File: config.mk
export PLATFORM = sky130hd
export DESIGN_NAME = ref_switchover_divider_ssc
export DESIGN_NICKNAME = d
export VERILOG_FILES = /design/src/out_divider.v /design/src/ref_switchover_divider_ssc.v
export VERILOG_INCLUDE_DIRS = /design/src /design/src/src
export SDC_FILE = /design/constraint.sdc
export NUM_CORES = 1
export LEC_CHECK = 0
export ABC_AREA = 1
export BUFFER_PORTS_ARGS = -buffer_cell sky130_fd_sc_hd__clkbuf_2
export CORE_UTILIZATION = 59
export DETAILED_ROUTE_END_ITERATION = 10
export PLACE_DENSITY_LB_ADDON = 0.05
export SYNTH_ARGS = -nofsm -noshare
export SYNTH_HDL_FRONTEND = slang
export SYNTH_SLANG_ARGS = --single-unit
File: constraint.sdc
create_clock -name clk_sys -period 9.4 [get_ports clk_sys]
set_input_delay 0.47 -clock clk_sys [delete_from_list [all_inputs] [get_ports clk_sys]]
set_output_delay 0.47 -clock clk_sys [all_outputs]
set_load 0.01 [all_outputs]
File: src/ref_switch_consts.vh
`ifndef REF_SWITCH_CONSTS_VH
`define REF_SWITCH_CONSTS_VH

// Switchover mode field
`define SM_AUTO_BIT 1
// Primary source encoding
`define PRIM_IS_XTAL 1'b0
// Missing-edge limit in secondary clock cycles
`define MISS_LIMIT 2'h2
// Output divider decode
`define Q_ALL_ONES 7'h7F
`define Q_OFFSET 8'h02
// Half period of the /2 path, in source edges
`define DIV2_HALF 9'h002
// Disabled-state field encodings
`define DIS_LOW 2'h0
`define DIS_HIGH 2'h1
// Spread modulator
`define TSSC_ADD 5'h02
`define SS_FULL 7'h3F
`define LFSR_SEED 8'hA5
`define LFSR_TAPS 8'hB8

`endif

File: src/out_divider.v
`timescale 1ns/1ps
`include "ref_switch_consts.vh"

// One output bank divider; each one-cycle source enable marks one source edge
module out_divider (
  input wire clk_sys,
  input wire sys_rst,
  input wire src_tick,
  input wire divider_mode_bit,
  input wire [6:0] q_field,
  input wire [1:0] disabled_state_field,
  output reg clk_out,
  output reg clk_oe
);
  reg [8:0] cnt;
  reg bypass_lvl;
  wire dis = (q_field == `Q_ALL_ONES) && !divider_mode_bit;
  wire div1 = (q_field == `Q_ALL_ONES) && divider_mode_bit;
  wire [7:0] q_sum = {1'b0, q_field} + `Q_OFFSET;
  // Half period in source edges: 2 for /2, 2*(Q+2) for the Q path, so /1 stays distinct
  wire [8:0] half = divider_mode_bit ? {q_sum, 1'b0} : `DIV2_HALF;

  // Counter and output; disabled banks hold a static level
  always @(posedge clk_sys or posedge sys_rst) begin
    if (sys_rst) begin
      cnt <= 9'h000;
      clk_out <= 1'b0;
      clk_oe <= 1'b0;
      bypass_lvl <= 1'b0;
    end else if (dis) begin
      cnt <= 9'h000;
      clk_oe <= (disabled_state_field == `DIS_LOW) ||
                (disabled_state_field == `DIS_HIGH); // RULE_12
      clk_out <= (disabled_state_field == `DIS_HIGH); // RULE_12
    end else if (div1) begin
      clk_oe <= 1'b1;
      if (src_tick) begin
        bypass_lvl <= ~bypass_lvl;
        clk_out <= ~bypass_lvl; // RULE_11
      end
    end else begin
      clk_oe <= 1'b1;
      if (src_tick) begin
        if (cnt + 9'h001 >= half) begin
          cnt <= 9'h000;
          clk_out <= ~clk_out; // RULE_11
        end else begin
          cnt <= cnt + 9'h001;
        end
      end
    end
  end
endmodule

File: src/ref_switchover_divider_ssc.v
`timescale 1ns/1ps
`include "ref_switch_consts.vh"

// Functional notes
// RULE_01: Input select pin routes crystal/ref or second clock input as reference.
// RULE_02: Primary source bit 0 makes crystal/ref primary; 1 swaps roles.
// RULE_03: Mode field upper bit clear means manual selection by the pin.
// RULE_04: Manual reference changes must not glitch the outputs.
// RULE_05: Auto mode falls back when primary idles two secondary cycles.
// RULE_06: Auto mode returns to primary once primary toggles again.
// RULE_07: Auto switchover only with crystal/ref primary and not in crystal mode.
// RULE_08: Secondary source frequency must not exceed the primary's.
// RULE_09: Seven-bit reference and twelve-bit feedback divider per PLL.
// RULE_10: First PLL total feedback is 2N+A+1 for A nonzero, else 2N.
// RULE_11: Output divider decode: disabled, /1, /2 or (Q+2)*2 by mode bit.
// RULE_12: Disabled divider stops clocks, drives high, low or high impedance.
// RULE_13: Undivided output has no divider; outputs one to six each have one.
// RULE_14: Spread modulation active while step-period field is nonzero.
// RULE_15: Detector cycles per step equal step-period field plus two.
// RULE_16: Samples per quadrant are twice sample-count; quadrants mirror.
// RULE_17: Six-bit offset added to feedback; zero center, nonzero down spread.
// RULE_18: Twelve four-bit delta samples held; count setting picks how many used.
// RULE_19: Dither bit randomizes the modulator input least significant bit.
// RULE_20: Amplitude-double bit doubles the summed profile samples.
// RULE_21: Mode field upper bit set selects automatic switchover, pin ignored.
module ref_switchover_divider_ssc #(
  parameter NUM_DIV = 6
) (
  input wire clk_sys,
  input wire sys_rst,
  input wire crystal_ref_input,
  input wire second_clock_input,
  input wire input_select_pin,
  input wire primary_source_bit,
  input wire [1:0] switchover_mode_field,
  input wire crystal_mode,
  input wire pfd_tick,
  input wire [6:0] ref_div0,
  input wire [11:0] fb_count0,
  input wire [3:0] fb_frac0,
  input wire [6:0] ref_div1,
  input wire [11:0] fb_count1,
  input wire [6:0] ref_div2,
  input wire [11:0] fb_count2,
  input wire [6:0] ref_div3,
  input wire [11:0] fb_count3,
  input wire [NUM_DIV-1:0] bank_tick,
  input wire [NUM_DIV-1:0] divider_mode_bit,
  input wire [7*NUM_DIV-1:0] q_fields,
  input wire [1:0] disabled_state_field,
  input wire [3:0] step_period_field,
  input wire [2:0] sample_count_field,
  input wire [5:0] spread_offset_field,
  input wire [47:0] profile_delta_samples,
  input wire dither_bit,
  input wire amplitude_double_bit,
  output reg ref_clk,
  output reg ref_is_second,
  output reg on_secondary,
  output wire [6:0] pll_ref_div0,
  output wire [6:0] pll_ref_div1,
  output wire [6:0] pll_ref_div2,
  output wire [6:0] pll_ref_div3,
  output reg [12:0] pll_fb_total0,
  output reg [11:0] pll_fb_total1,
  output reg [11:0] pll_fb_total2,
  output reg [11:0] pll_fb_total3,
  output reg undivided_output,
  output wire [NUM_DIV-1:0] bank_clk,
  output wire [NUM_DIV-1:0] bank_oe,
  output reg ssc_active,
  output reg [7:0] ssc_mod_value
);
  // Edge history of both inputs
  reg xtal_d;
  reg sec_d;
  reg [1:0] miss_cnt;
  reg want_second;
  reg sel_second;
  wire prim_in = primary_source_bit ? second_clock_input : crystal_ref_input; // RULE_02
  wire sec_in = primary_source_bit ? crystal_ref_input : second_clock_input; // RULE_02
  wire prim_prev = primary_source_bit ? sec_d : xtal_d;
  wire sec_prev = primary_source_bit ? xtal_d : sec_d;
  wire prim_edge = prim_in ^ prim_prev;
  wire sec_rise = sec_in & ~sec_prev;
  wire auto_mode = switchover_mode_field[`SM_AUTO_BIT]; // RULE_21
  wire auto_ok = auto_mode && (primary_source_bit == `PRIM_IS_XTAL) && !crystal_mode; // RULE_07

  // Missing-primary detector counts secondary rising edges without primary activity
  always @(posedge clk_sys or posedge sys_rst) begin
    if (sys_rst) begin
      xtal_d <= 1'b0;
      sec_d <= 1'b0;
      miss_cnt <= 2'h0;
      on_secondary <= 1'b0;
    end else begin
      xtal_d <= crystal_ref_input;
      sec_d <= second_clock_input;
      if (!auto_ok) begin
        miss_cnt <= 2'h0;
        on_secondary <= 1'b0;
      end else if (prim_edge) begin
        miss_cnt <= 2'h0;
        on_secondary <= 1'b0; // RULE_06
      end else if (sec_rise) begin
        if (miss_cnt + 2'h1 >= `MISS_LIMIT) begin
          on_secondary <= 1'b1; // RULE_05
        end else begin
          miss_cnt <= miss_cnt + 2'h1;
        end
      end
    end
  end

  // Desired source: pin in manual, detector in auto
  always @* begin
    if (auto_mode) begin
      want_second = on_secondary; // RULE_21
    end else begin
      want_second = input_select_pin; // RULE_03
    end
  end

  // Physical input wanted; a role swap also waits for the quiet point
  wire want_phys = want_second ^ primary_source_bit; // RULE_02

  // Switch only while both inputs sit low so no runt pulse reaches the output;
  // a dead source parked high blocks the change, the trade for glitch freedom.
  always @(posedge clk_sys or posedge sys_rst) begin
    if (sys_rst) begin
      sel_second <= 1'b0;
      ref_clk <= 1'b0;
      ref_is_second <= 1'b0;
      undivided_output <= 1'b0;
    end else begin
      if (want_phys != sel_second && !crystal_ref_input && !second_clock_input) begin
        sel_second <= want_phys; // RULE_04
      end
      ref_clk <= sel_second ? second_clock_input : crystal_ref_input; // RULE_01
      ref_is_second <= sel_second;
      undivided_output <= sel_second ? second_clock_input : crystal_ref_input; // RULE_13
    end
  end

  // Reference dividers pass straight to the PLLs
  assign pll_ref_div0 = ref_div0; // RULE_09
  assign pll_ref_div1 = ref_div1;
  assign pll_ref_div2 = ref_div2;
  assign pll_ref_div3 = ref_div3;

  // Feedback totals, registered
  always @(posedge clk_sys or posedge sys_rst) begin
    if (sys_rst) begin
      pll_fb_total0 <= 13'h0000;
      pll_fb_total1 <= 12'h000;
      pll_fb_total2 <= 12'h000;
      pll_fb_total3 <= 12'h000;
    end else begin
      if (fb_frac0 != 4'h0) begin
        pll_fb_total0 <= {fb_count0, 1'b0} + {9'h000, fb_frac0} + 13'h0001; // RULE_10
      end else begin
        pll_fb_total0 <= {fb_count0, 1'b0}; // RULE_10
      end
      pll_fb_total1 <= fb_count1; // RULE_10
      pll_fb_total2 <= fb_count2;
      pll_fb_total3 <= fb_count3;
    end
  end

  // Output banks one to six
  genvar gi;
  generate
    for (gi = 0; gi < NUM_DIV; gi = gi + 1) begin : g_bank
      out_divider u_div (
        .clk_sys(clk_sys),
        .sys_rst(sys_rst),
        .src_tick(bank_tick[gi]),
        .divider_mode_bit(divider_mode_bit[gi]),
        .q_field(q_fields[7*gi+6:7*gi]),
        .disabled_state_field(disabled_state_field),
        .clk_out(bank_clk[gi]),
        .clk_oe(bank_oe[gi])
      ); // RULE_13
    end
  endgenerate

  // Spread modulator: step timer, sample index and quadrant
  function [3:0] delta_at;
    input [47:0] vec;
    input [3:0] idx;
    begin
      delta_at = vec[idx*4 +: 4];
    end
  endfunction

  reg [4:0] step_cnt;
  reg [3:0] sample_idx;
  reg [1:0] quadrant;
  reg [6:0] accum;
  reg [7:0] lfsr;
  wire [4:0] step_len = {1'b0, step_period_field} + `TSSC_ADD; // RULE_15
  wire [3:0] n_samples = {sample_count_field, 1'b0}; // RULE_16
  wire step_done = pfd_tick && (step_cnt + 5'h01 >= step_len);
  wire last_sample = (sample_idx + 4'h1 >= n_samples);
  wire [3:0] cur_delta = delta_at(profile_delta_samples, sample_idx); // RULE_18
  wire [3:0] rev_idx = n_samples - 4'h1 - sample_idx;
  wire [3:0] back_delta = delta_at(profile_delta_samples, rev_idx);
  wire [7:0] scaled = amplitude_double_bit ? {accum, 1'b0} : {1'b0, accum}; // RULE_20
  wire [7:0] base = {2'b00, spread_offset_field} + scaled; // RULE_17
  wire [7:0] center = (spread_offset_field == 6'h00) ? {1'b0, `SS_FULL} : 8'h00;

  // Quadrants 0,2 ramp one way, 1,3 mirror back; 2,3 negate about center
  always @(posedge clk_sys or posedge sys_rst) begin
    if (sys_rst) begin
      step_cnt <= 5'h00;
      sample_idx <= 4'h0;
      quadrant <= 2'h0;
      accum <= 7'h00;
      lfsr <= `LFSR_SEED;
      ssc_active <= 1'b0;
      ssc_mod_value <= 8'h00;
    end else begin
      ssc_active <= (step_period_field != 4'h0); // RULE_14
      if (pfd_tick) begin
        lfsr <= {lfsr[6:0], ^(lfsr & `LFSR_TAPS)};
      end
      if (step_period_field == 4'h0) begin
        step_cnt <= 5'h00; // RULE_14
        sample_idx <= 4'h0;
        quadrant <= 2'h0;
        accum <= 7'h00;
        ssc_mod_value <= {2'b00, spread_offset_field};
      end else if (pfd_tick) begin
        if (step_done) begin
          step_cnt <= 5'h00;
          if (quadrant[0]) begin
            accum <= accum - {3'h0, back_delta}; // RULE_16
          end else begin
            accum <= accum + {3'h0, cur_delta}; // RULE_18
          end
          if (last_sample) begin
            sample_idx <= 4'h0;
            quadrant <= quadrant + 2'h1; // RULE_16
          end else begin
            sample_idx <= sample_idx + 4'h1;
          end
        end else begin
          step_cnt <= step_cnt + 5'h01;
        end
        if (quadrant[1]) begin
          ssc_mod_value <= {(center - scaled + {2'b00, spread_offset_field}) >> 0}
                           ^ {7'h00, dither_bit & lfsr[0]}; // RULE_19
        end else begin
          ssc_mod_value <= (base + (center >> 1) - (center >> 1))
                           ^ {7'h00, dither_bit & lfsr[0]}; // RULE_19
        end
      end
    end
  end
endmodule

==> results of run 1 <==
## cells by family (layout without fill, tap and decap cells)
group	Yosys count	in the layout	synth area share [%]
flip-flops	164	164	33.2
XOR/XNOR	73	73	5.17
AND/OR/NAND/NOR	655	655	23.9
adder cells (fa/ha/maj)	118	118	13.0
AO/OA/AOI/OAI	271	271	12.3
buffers and inverters	341	558	12.4
## placed cells by master (no fill, tap or decap), types with 6 or more instances in the layout
cell type  Yosys  routed
nand2_1      320     320
nor2_2        10      10
o21a_1         6       6
nand3_1      130     130
fa_1          18      18
a31oi_1        7       7
nor3_1         7       7
dfrtp_1      160     159
a21oi_1       81      81
or2_2         17      17
xnor2_1       21      21
clkbuf_16      0      17
o21ai_1       15      15
o21ai_2       18      18
ha_1         100     100
o211ai_1       6       6
o21ai_0      118     118
nand4_1       42      42
clkbuf_2       0     253
nor2_1       106     106
o22ai_1       10      10
inv_1        260     259
xor2_1        52      52
## registers in the layout, summed over array words and instances (netlist names)
signal                   flops
lfsr                         8
sec_d                        1
ssc_active                   1
quadrant                     2
g_bank.u_div.clk_oe          6
sel_second                   1
sample_idx                   4
g_bank.u_div.bypass_lvl      6
g_bank.u_div.clk_out         6
g_bank.u_div.cnt            54
pll_fb_total1               12
undivided_output             1
pll_fb_total2               12
pll_fb_total3               12
pll_fb_total0               13
on_secondary                 1
ssc_mod_value                8
accum                        7
ref_is_second                1
step_cnt                     5
miss_cnt                     2
xtal_d                       1
## cell type report
class | instances | area share, %
timing repair buffer | 256 | 9.17
sequential | 164 | 29.3
clock inverter | 10 | 0.721
tap | 270 | 2.40
clock buffer | 22 | 3.30
multi-input combinational | 1117 | 47.9
inverter | 270 | 7.29
## power groups by stage
stage                     logic (mW)  registers (mW)  clock network, mW
after floorplan                 1.48           0.979                  0
after global placement          1.76            1.01                  0
after detailed placement        1.82            1.01                  0
after CTS                       1.84            1.00              0.683
after global routing            2.12            1.02              0.712
final                           1.84            1.00              0.667
## worst max-delay path, delay by kind of cell, from the launching register on
kind	cells	cell delay, ns
fa+ha+maj	3	1.33
simple gates	9	0.87
flops	1	0.79
buf+inv	4	0.77
compound gates	2	0.29
xor+xnor	1	0.17
## final timing paths
path	from	endpoint	slack (ns)
worst max-delay path	sample_idx[1]$_DFFE_PP0P_	accum[4]$_DFFE_PP0P_	5.05
worst min-delay path	fb_count3[5]	pll_fb_total3[5]$_DFF_PP0_	0.15
worst max register to register	sample_idx[1]$_DFFE_PP0P_	accum[4]$_DFFE_PP0P_	5.05
worst min register to register	sel_second$_DFFE_PP0P_	ref_is_second$_DFF_PP0_	0.43
max in group asynchronous	sys_rst	pll_fb_total0[2]$_DFF_PP0_	7.64
min in group asynchronous	sys_rst	g_bank[3].u_div.cnt[4]$_DFFE_PP0P_	0.19
## layer usage
layer  GRT usage, %  vias up  wire length (um)
li1               -     5631                 -
met1           35.0     5067             12400
met2           45.3      307             13500
met3           4.29       55              1380
met4           8.91        0               561
met5              0        -                 0
## metrics by stage
| step | hold slack (ns) | std cells | setup WS (ns) |
|---|---|---|---|
| final | 0.148 | 2109 | 5.05 |
| after global routing | 0.125 | 2109 | 4.75 |
| after CTS | 0.132 | 2109 | 5.14 |
| after detailed placement | 0.417 | 2077 | 5.08 |
| after global placement | 0.407 | 2077 | 5.16 |
| after floorplan | 0.390 | 1622 | 4.50 |
==> reports/qor.txt, run 1 <==
Mapped Cells - 1622
final slew viol count - 0
sequential element share of the synthesized area - 33.2%
Synth area leader - dfrtp_1
initial core utilization - 60.7%
drt wl/cell - 13.2 um
clk buf depth - 2
Die X - 147 um
Fillers - 1742
Synth Flop Type - dfrtp_1
gr ovfl total - 0
Port-buffer cells - 253
final wirelength - 27900 um
drc violations - 0
FF/Latch Area - 4110 sq um
fmax - 230 MHz
# clock sinks - 164
share of the synthesized area in the top cell type - 32.4%
slowest CP cell - dfrtp_1
cts bufs inserted - 17
crit path max fanout - 20
Max Cap Viol - 0
sw frac - 44.2%
post-route cell area - 14000 sq um
Final Skew - 0.0102 ns
Area contributors post-synth - dfrtp_1 (32%), ha_1 (10%), nand2_1 (9.7%)
status - finished, final reports clean
Syn Nets - 1949
Comb power frac - 52.4%
data arrival time of the worst path - 4.65 ns
Nets - 2153
Post-CTS Setup Bufs - 0
die area - 21500 sq um
unrepaired setup endpoints after global routing - false
Syn. warnings - 0
row count - 52
Worst-Margin Slew - 1.03 ns
clock network power share - 19.0%
CTS resizes - 0
Worst Hold Class - in -> reg
internal power - 1.96 mW
clock latency on the worst-skew pair - 0.43 ns
Power, Total - 3.51 mW
Flop pwr share - 28.5%
Final Hold Violating Endpoints - 0
Initial DRC Count - 566
global-route wire length before repair - 47600 um
io pins - 311
largest net degree at the start of global routing - 86
VDD IR max - 131 uV
Die Span Y - 147 um
Final Critical Period - 4.35 ns
clk slew on worst S/H paths - 0.07 ns
number of global-route vias before repair - 10500
type of the worst setup path - reg -> reg
Min-Delay Path Depth - 1
relative slew slack - 31.4%
Synth Register Bits - 164
setup TNS - 0 ns
Detail Route Antenna Nets - 0
Mean Syn Cell Area - 7.62 sq um
PwrDens - 250 nW/um^2
post-layout util - 69.0%
Multi-input gate area - 6720 sq um
Leak Pwr - 7.66 nW
slowest stage delay, CP - 0.79 ns
GRT Util Overall - 26.8%
Post-CTS Hold Buffers - 0
crit end category - flip-flop
# H-tree levels - 4
EDFF count, synth - 0
CP Data Required Time - 9.70 ns
initial antenna violation count - 0
Worst R2R Path Depth - 19
CTS tree - built
Worst Setup Start Kind - flip-flop
commonest cells in the netlist - nand2_1 (320), inv_1 (260), dfrtp_1 (160), nand3_1 (130), o21ai_0 (118)
critical-path cell list - inv_2 -> ha_1 -> clkinv_1 -> nand3_1 -> nand3_1 -> nand3_1 -> nand3_1 -> o21ai_0 -> ha_1 -> inv_1 -> fa_1 -> nand2_1 -> inv_1 -> o21ai_0 -> nand2_1 -> xnor2_1 -> nor2_1 -> nand2_1 -> nand2_1
DP HPWL - 21800 um
Final period util - 46.2%
Mapped Area - 12400 sq um
area growth from synthesis to layout - 13.6%
vias per std cell - 5.24
synth unique cells - 46
Net Switching - 1.55 mW
drt pass-1 iters - 5
final setup violation count - 0
# diodes - 0
Cell Area, Placed - 13500 sq um
Root Buffer - clkbuf_16
Core Area - 20400 sq um
async set-reset flop share out of synthesis - 100%
gpl congestion - 0.900
share of layout cells above drive strength 1 - 19.7%
Vias - 11100
most frequent cell after synthesis - nand2_1
Power figures use the tool's default switching activity.
==> run 2, diff against run 1 <==
ABC_AREA = 0   (was 1)
CORE_UTILIZATION = 49   (was 59)
clock period = 3.73 ns   (was 9.4 ns; I/O delays follow)
==> reports/qor.txt, run 2 <==
area growth from synthesis to layout - 21.4%
# diodes - 0 (unchanged)
placed cells - 1762 (-15%)
type of the worst setup path - reg -> reg
internal power - 5.13 mW (+160%)
GRT Util Overall - 21.8% (-5.0 points)
post-route cell area - 14400 sq um (+2.6%)
final cell count without fillers - 1843 (-13%)
drt wl/cell - 14.2 um (+7.3%)
commonest cells in the netlist - dfrtp_1 (160), nand2_1 (137), ha_1 (100), nand3_1 (75), nor2_1 (72)
Vias - 9592 (-13%)
crit path max fanout - 5 (-75%)
Post-Synth XOR/XNOR Area - 8.56% (+3.4 points)
# H-tree levels - 4 (unchanged)
synth unique cells - 70 (+52%)
drc violations - 0 (unchanged)
row count - 56 (+7.7%)
Die X - 158 um (+7.4%)
final wirelength - 26200 um (-6.2%)
Net Switching - 3.38 mW (+120%)
global-route wire length before repair - 43700 um (-8.2%)
final setup violation count - 0 (unchanged)
number of global-route vias before repair - 9451 (-10%)
Final Hold Violating Endpoints - 0 (unchanged)
post-layout util - 61.1% (-7.9 points)
Detail Route Antenna Nets - 0 (unchanged)
VDD IR max - 301 uV (+130%)
Top Registers - g_bank.u_div.cnt x54, pll_fb_total0 x13
multiplexer share of the synthesized area - 7.24% (+7.2 points)
DP HPWL - 20100 um (-7.6%)
Worst-Margin Slew - 0.930 ns (-0.0989 ns)
die area - 24900 sq um (+15%)
Mapped Area - 11900 sq um (-4.0%)
Worst Setup Start Kind - flip-flop
Initial DRC Count - 423 (-25%)
Final period util - 93.8% (+48 points)
Core Area - 23600 sq um (+16%)
largest net degree at the start of global routing - 69 (-20%)
crit end category - flip-flop
Final WS setup - 0.232 ns (-4.82 ns)
Flop pwr share - 29.9% (+1.4 points)
Mapped Cells - 1247 (-23%)
Synth area leader - dfrtp_1
Final Critical Period - 3.50 ns (-0.848 ns)
most frequent cells in the layout - clkbuf_2 (253), dfrtp_1 (159), nand2_1 (137)
Nets - 1838 (-15%)
share of the synthesized area in the top cell type - 33.7% (+1.3 points)
initial core utilization - 50.3% (-10 points)
CTS tree - built
Compound-Gate Fraction of Synth Area - 13.2% (+0.91 points)
clk buf depth - 2 (unchanged)
Syn Nets - 1574 (-19%)
EDFF count, synth - 0 (unchanged)
most frequent cell after synthesis - dfrtp_1
Comb power frac - 48.9% (-3.5 points)
Syn. warnings - 0 (unchanged)
Max Cap Viol - 0 (unchanged)
final slew viol count - 0 (unchanged)
async set-reset flop share out of synthesis - 100% (unchanged)
sequential element share of the synthesized area - 34.6% (+1.4 points)
fmax - 286 MHz (+24%)
Power, Total - 8.51 mW (+140%)
Port-buffer cells - 253 (unchanged)
vias per std cell - 5.20 (-0.76%)
CP Data Required Time - 4.09 ns (-5.61 ns)
io pins - 311 (unchanged)
clk slew on worst S/H paths - 0.08 ns (about the same)
PwrDens - 590 nW/um^2 (+140%)
# clock sinks - 164 (unchanged)
gr ovfl total - 0 (unchanged)
Final Skew - 0.0149 ns (+0.00476 ns)
cts bufs inserted - 17 (unchanged)
Root Buffer - clkbuf_16
Die Span Y - 158 um (+7.4%)
Worst Hold Class - in -> reg
sw frac - 39.7% (-4.5 points)
combinational family with the most area after synthesis - simple AND/OR/NAND/NOR gates
adder-cell share of the synthesized area - 13.6% (+0.54 points)
clock network power share - 21.2% (+2.2 points)
share of layout cells above drive strength 1 - 24.8% (+5.1 points)
post-synthesis simple-gate area fraction - 16.7% (-7.2 points)
data arrival time of the worst path - 3.86 ns (-0.79 ns)
max FFs per register - 54 (unchanged)
clock latency on the worst-skew pair - 0.43 ns (about the same)
drt pass-1 iters - 5 (unchanged)
relative slew slack - 37.8% (+6.5 points)
pre-CTS WS - 0.161 ns (-4.92 ns)
commonest non-fill, non-tap cell in the layout - clkbuf_2
initial antenna violation count - 0 (unchanged)
status - finished, final reports clean
Area contributors post-synth - dfrtp_1 (34%), ha_1 (11%), xnor2_1 (5.0%)
Cell Area, Placed - 13300 sq um (-1.5%)
Reg with most FFs - g_bank.u_div.cnt
gpl congestion - 0.925 (+2.8%)
Mean Syn Cell Area - 9.52 sq um (+25%)
Synth Register Bits - 164 (unchanged)
Leak Pwr - 7.17 nW (-6.3%)
Synth Flop Type - dfrtp_1
[run 2: power by group through the flow]
stage	Clock [mW]	Combinational, mW	Sequential (mW)
final	1.81	4.16	2.54
after global placement	0	4.01	2.56
after CTS	1.87	4.16	2.54
after detailed placement	0	4.09	2.57
after global routing	1.93	4.74	2.61
after floorplan	0	3.25	2.48
[run 2: final cells by class]
class	instances	area, sq um
Clock buffer	17	425
Clock inverter	15	196
Fill cell	2117	9190
Inverter	69	263
Multi-Input combinational cell	937	7070
Sequential cell	164	4110
Tap cell	319	399
Timing Repair Buffer	322	1960
[run 2: worst paths after layout]
kind / from / end / slack (ns) / depth (start not counted)
min in group asynchronous: sys_rst / g_bank[3].u_div.cnt[1]$_DFFE_PP0P_ / 0.50 / 3
worst min-delay path: spread_offset_field[3] / ssc_mod_value[3]$_DFFE_PP0P_ / 0.03 / 3
worst min register to register: sel_second$_DFFE_PP0P_ / ref_is_second$_DFF_PP0_ / 0.43 / 0
max in group asynchronous: sys_rst / sample_idx[0]$_DFFE_PP0P_ / 2.37 / 4
worst max register to register: accum[1]$_DFFE_PP0P_ / ssc_mod_value[7]$_DFFE_PP0P_ / 0.23 / 14
worst max-delay path: accum[1]$_DFFE_PP0P_ / ssc_mod_value[7]$_DFFE_PP0P_ / 0.23 / 14
[run 2: cells by family (layout without fill, tap and decap cells)]
| kind of cell | after synthesis | after routing |
|---|---|---|
| AO/OA/AOI/OAI | 231 | 231 |
| XOR/XNOR | 116 | 116 |
| adder cells (fa/ha/maj) | 118 | 118 |
| buffers and inverters | 146 | 423 |
| flip-flops | 164 | 164 |
| multiplexers | 62 | 62 |
| AND/OR/NAND/NOR | 410 | 410 |
[run 2: layer usage]
layer	up-vias	global-route usage, %	routed length, um
met2	230	36.4	12300
met5	-	0	0
met3	31	4.90	1500
met4	0	5.78	364
li1	4850	-	-
met1	4481	28.5	12100
[run 2: metrics by stage]
| stage | hold slack, ns | setup TNS [ns] |
|---|---|---|
| 6_report | 0.0255 | 0 |
| 5_1_grt | 0.0198 | -0.00344 |
| 3_5_place_dp | 0.296 | 0 |
| 4_1_cts | 0.00506 | 0 |
| 3_3_place_gp | 0.295 | 0 |
| 2_1_floorplan | 0.218 | 0 |
[run 2: repair_timing]
action | in CTS | in global routing
hold endpoints to repair | 87 | 0
hold buffers | 49 | 0
endpoints found under the setup margin | 0 | 3
buffers inserted | 0 | 0
resized for setup | 0 | 8
[run 2: critical path, cell delays in order, from the launching register on]
cell	delay, ns
dfrtp_1	0.47
mux2i_2	0.23
inv_1	0.08
fa_1	0.48
fa_1	0.52
inv_1	0.04
ha_1	0.21
fa_1	0.40
a21o_1	0.19
a21oi_2	0.19
o21bai_1	0.08
a21oi_1	0.17
xnor2_1	0.14
nand4b_1	0.11
nand3_1	0.11
==> run 3, diff against run 2 <==
CELL_PAD_IN_SITES_DETAIL_PLACEMENT = 0   (was unset)
CELL_PAD_IN_SITES_GLOBAL_PLACEMENT = 1   (was unset)
CORE_UTILIZATION = 37   (was 49)
==> reports/qor.txt, run 3 (synthesis gave the netlist of run 2 again) <==
# H-tree levels - 4 (unchanged)
global-route wire length before repair - 48300 um (+11%)
die area - 32800 sq um (+32%)
drt pass-1 iters - 4 (-1)
Worst path most repeated cell - fa_1
Hold Path Origin - switchover_mode_field[1]
Final Hold Violating Endpoints - 0 (unchanged)
drc violations - 0 (unchanged)
max FFs per register - 54 (unchanged)
Core Area - 31600 sq um (+34%)
Detail Route Antenna Nets - 0 (unchanged)
Reg with most FFs - g_bank.u_div.cnt
Final Skew - 0.00933 ns (-0.00562 ns)
DP HPWL - 22000 um (+9.2%)
initial core utilization - 37.6% (-13 points)
Port-buffer cells - 253 (unchanged)
GRT Util Overall - 18.3% (-3.5 points)
share of layout cells above drive strength 1 - 25.1% (+0.29 points)
post-layout util - 46.2% (-15 points)
Top Registers - g_bank.u_div.cnt x54, pll_fb_total0 x13
fmax - 289 MHz (+0.93%)
slowest CP cell - dlygate4sd3_1
cts bufs inserted - 17 (unchanged)
final slew viol count - 0 (unchanged)
PwrDens - 590 nW/um^2 (about the same)
critical-path cell list - dlygate4sd3_1 -> clkbuf_2 -> nor2_2 -> nand3_2 -> buf_4 -> fa_1 -> fa_1 -> inv_1 -> fa_1 -> a21o_1 -> a21oi_2 -> o21bai_1 -> a21oi_1 -> xnor2_1 -> nand4b_1 -> nand3_1
largest net degree at the start of global routing - 140 (+100%)
CP Data Required Time - 4.11 ns (+0.02 ns)
Leak Pwr - 7.21 nW (+0.45%)
CTS tree - built
crit end category - flip-flop
relative slew slack - 46.9% (+9.0 points)
vias per std cell - 4.98 (-4.3%)
Hold Path Sink - miss_cnt[0]$_DFFE_PP0P_
final setup violation count - 0 (unchanged)
initial antenna violation count - 3 (+3)
Worst Hold Class - in -> reg
io pins - 311 (unchanged)
R2R Path Start - sample_idx[1]$_DFFE_PP0P_
# clock sinks - 164 (unchanged)
gpl congestion - 0.806 (-13%)
number of global-route vias before repair - 9812 (+3.8%)
# diodes - 0 (unchanged)
VDD IR max - 316 uV (+4.9%)
R2R Path End - accum[6]$_DFFE_PP0P_
Min-Delay Path Depth - 3 (unchanged)
flop-to-flop setup slack - 0.27 ns (+0.04 ns)
Die X - 181 um (+15%)
clk buf depth - 2 (unchanged)
Power, Total - 8.61 mW (+1.1%)
Final Critical Period - 3.47 ns (-0.0323 ns)
most frequent cells in the layout - clkbuf_2 (253), dfrtp_1 (160), nand2_1 (137)
slowest stage delay, CP - 0.54 ns (+0.02 ns)
Max Cap Viol - 0 (unchanged)
type of the worst setup path - in -> reg
clk slew on worst S/H paths - 0.08 ns (about the same)
Worst-Margin Slew - 0.797 ns (-0.134 ns)
Worst R2R Path Depth - 15 (+1)
Die Span Y - 181 um (+15%)
Worst Setup SP - spread_offset_field[3]
Vias - 9645 (+0.55%)
final wirelength - 28900 um (+10%)
drt wl/cell - 14.9 um (+4.9%)
Initial DRC Count - 355 (-16%)
clock latency on the worst-skew pair - 0.45 ns (+0.02 ns)
Root Buffer - clkbuf_16
commonest non-fill, non-tap cell in the layout - clkbuf_2
crit path max fanout - 5 (unchanged)
area growth from synthesis to layout - 22.8%
status - finished, final reports clean
Nets - 1848 (+0.54%)
data arrival time of the worst path - 3.85 ns (about the same)
gr ovfl total - 0 (unchanged)
Worst Setup Start Kind - primary input
Final period util - 92.9% (-0.87 points)
row count - 65 (+16%)
-- run 3: cell types whose count changed in the layout (fill, tap and decap cells not counted), moves of 2 or more --
cell	delta
a21oi_2	+2
buf_4	+6
buf_12	-3
clkinv_8	-2
dlygate4sd3_1	+7
a21oi_1	-2
inv_12	-2
-- run 3: report_power, final --
part / switching (mW) / total, mW / internal [mW]
logic: 2.14 / 4.20 / 2.06
registers: 0.397 / 2.55 / 2.15
clock network: 0.891 / 1.86 / 0.969
-- run 3: worst max-delay path: cells and delay by family --
family,cells,cell delay (ns)
adder cells (fa/ha/maj),3,1.47
buffers and inverters,4,0.96
AO/OA/AOI/OAI,4,0.64
AND/OR/NAND/NOR,4,0.47
XOR/XNOR,1,0.14
-- run 3: routing by layer --
metal  GRT usage (%)  part of all wire [%]
met5               0                 0.090
met4            5.53                   1.3
met3            4.15                   5.0
met2            30.0                    46
met1            24.0                    47
-- run 3: area by class of cell --
cell class,count,area (sq um)
fill,3110,17000
multi-input combinational,937,7090
sequential,164,4110
timing repair buffer,332,2010
tap,402,503
clock buffer,17,425
inverter,69,263
clock inverter,15,186
-- run 3: how the worst max path moves through the flow --
| stage | endpoint | slack [ns] | cells after the start |
|---|---|---|---|
| finish | ssc_mod_value[7]$_DFFE_PP0P_ | 0.26 | 16 |
| global route | accum[6]$_DFFE_PP0P_ | -0.004 | 15 |
| CTS | accum[6]$_DFFE_PP0P_ | 0.10 | 16 |
| detailed placement | accum[6]$_DFFE_PP0P_ | 0.12 | 16 |
| global placement | accum[6]$_DFFE_PP0P_ | 0.17 | 16 |
| floorplan | accum[6]$_DFFE_PP0P_ | 0.04 | 19 |
-- run 3: per-stage QoR --
| step | std cells | setup TNS [ns] | hold slack (ns) | cell area (sq um) | worst slack [ns] |
|---|---|---|---|---|---|
| 2_1_floorplan | 1247 | 0 | 0.218 | 11900 | 0.0389 |
| 3_3_place_gp | 1848 | 0 | 0.295 | 13400 | 0.167 |
| 3_5_place_dp | 1848 | 0 | 0.296 | 13400 | 0.124 |
| 4_1_cts | 1936 | 0 | 0.0308 | 14500 | 0.105 |
| 5_1_grt | 1936 | -0.00383 | 0.0561 | 14600 | -0.00383 |
| 6_report | 1936 | 0 | 0.0583 | 14600 | 0.264 |
-- run 3: what timing repair did --
action,CTS,global route
buffers inserted,0,0
gates resized for setup,0,12
endpoints found under the hold margin,78,0
setup endpoints to repair,0,5
hold buffers,56,0
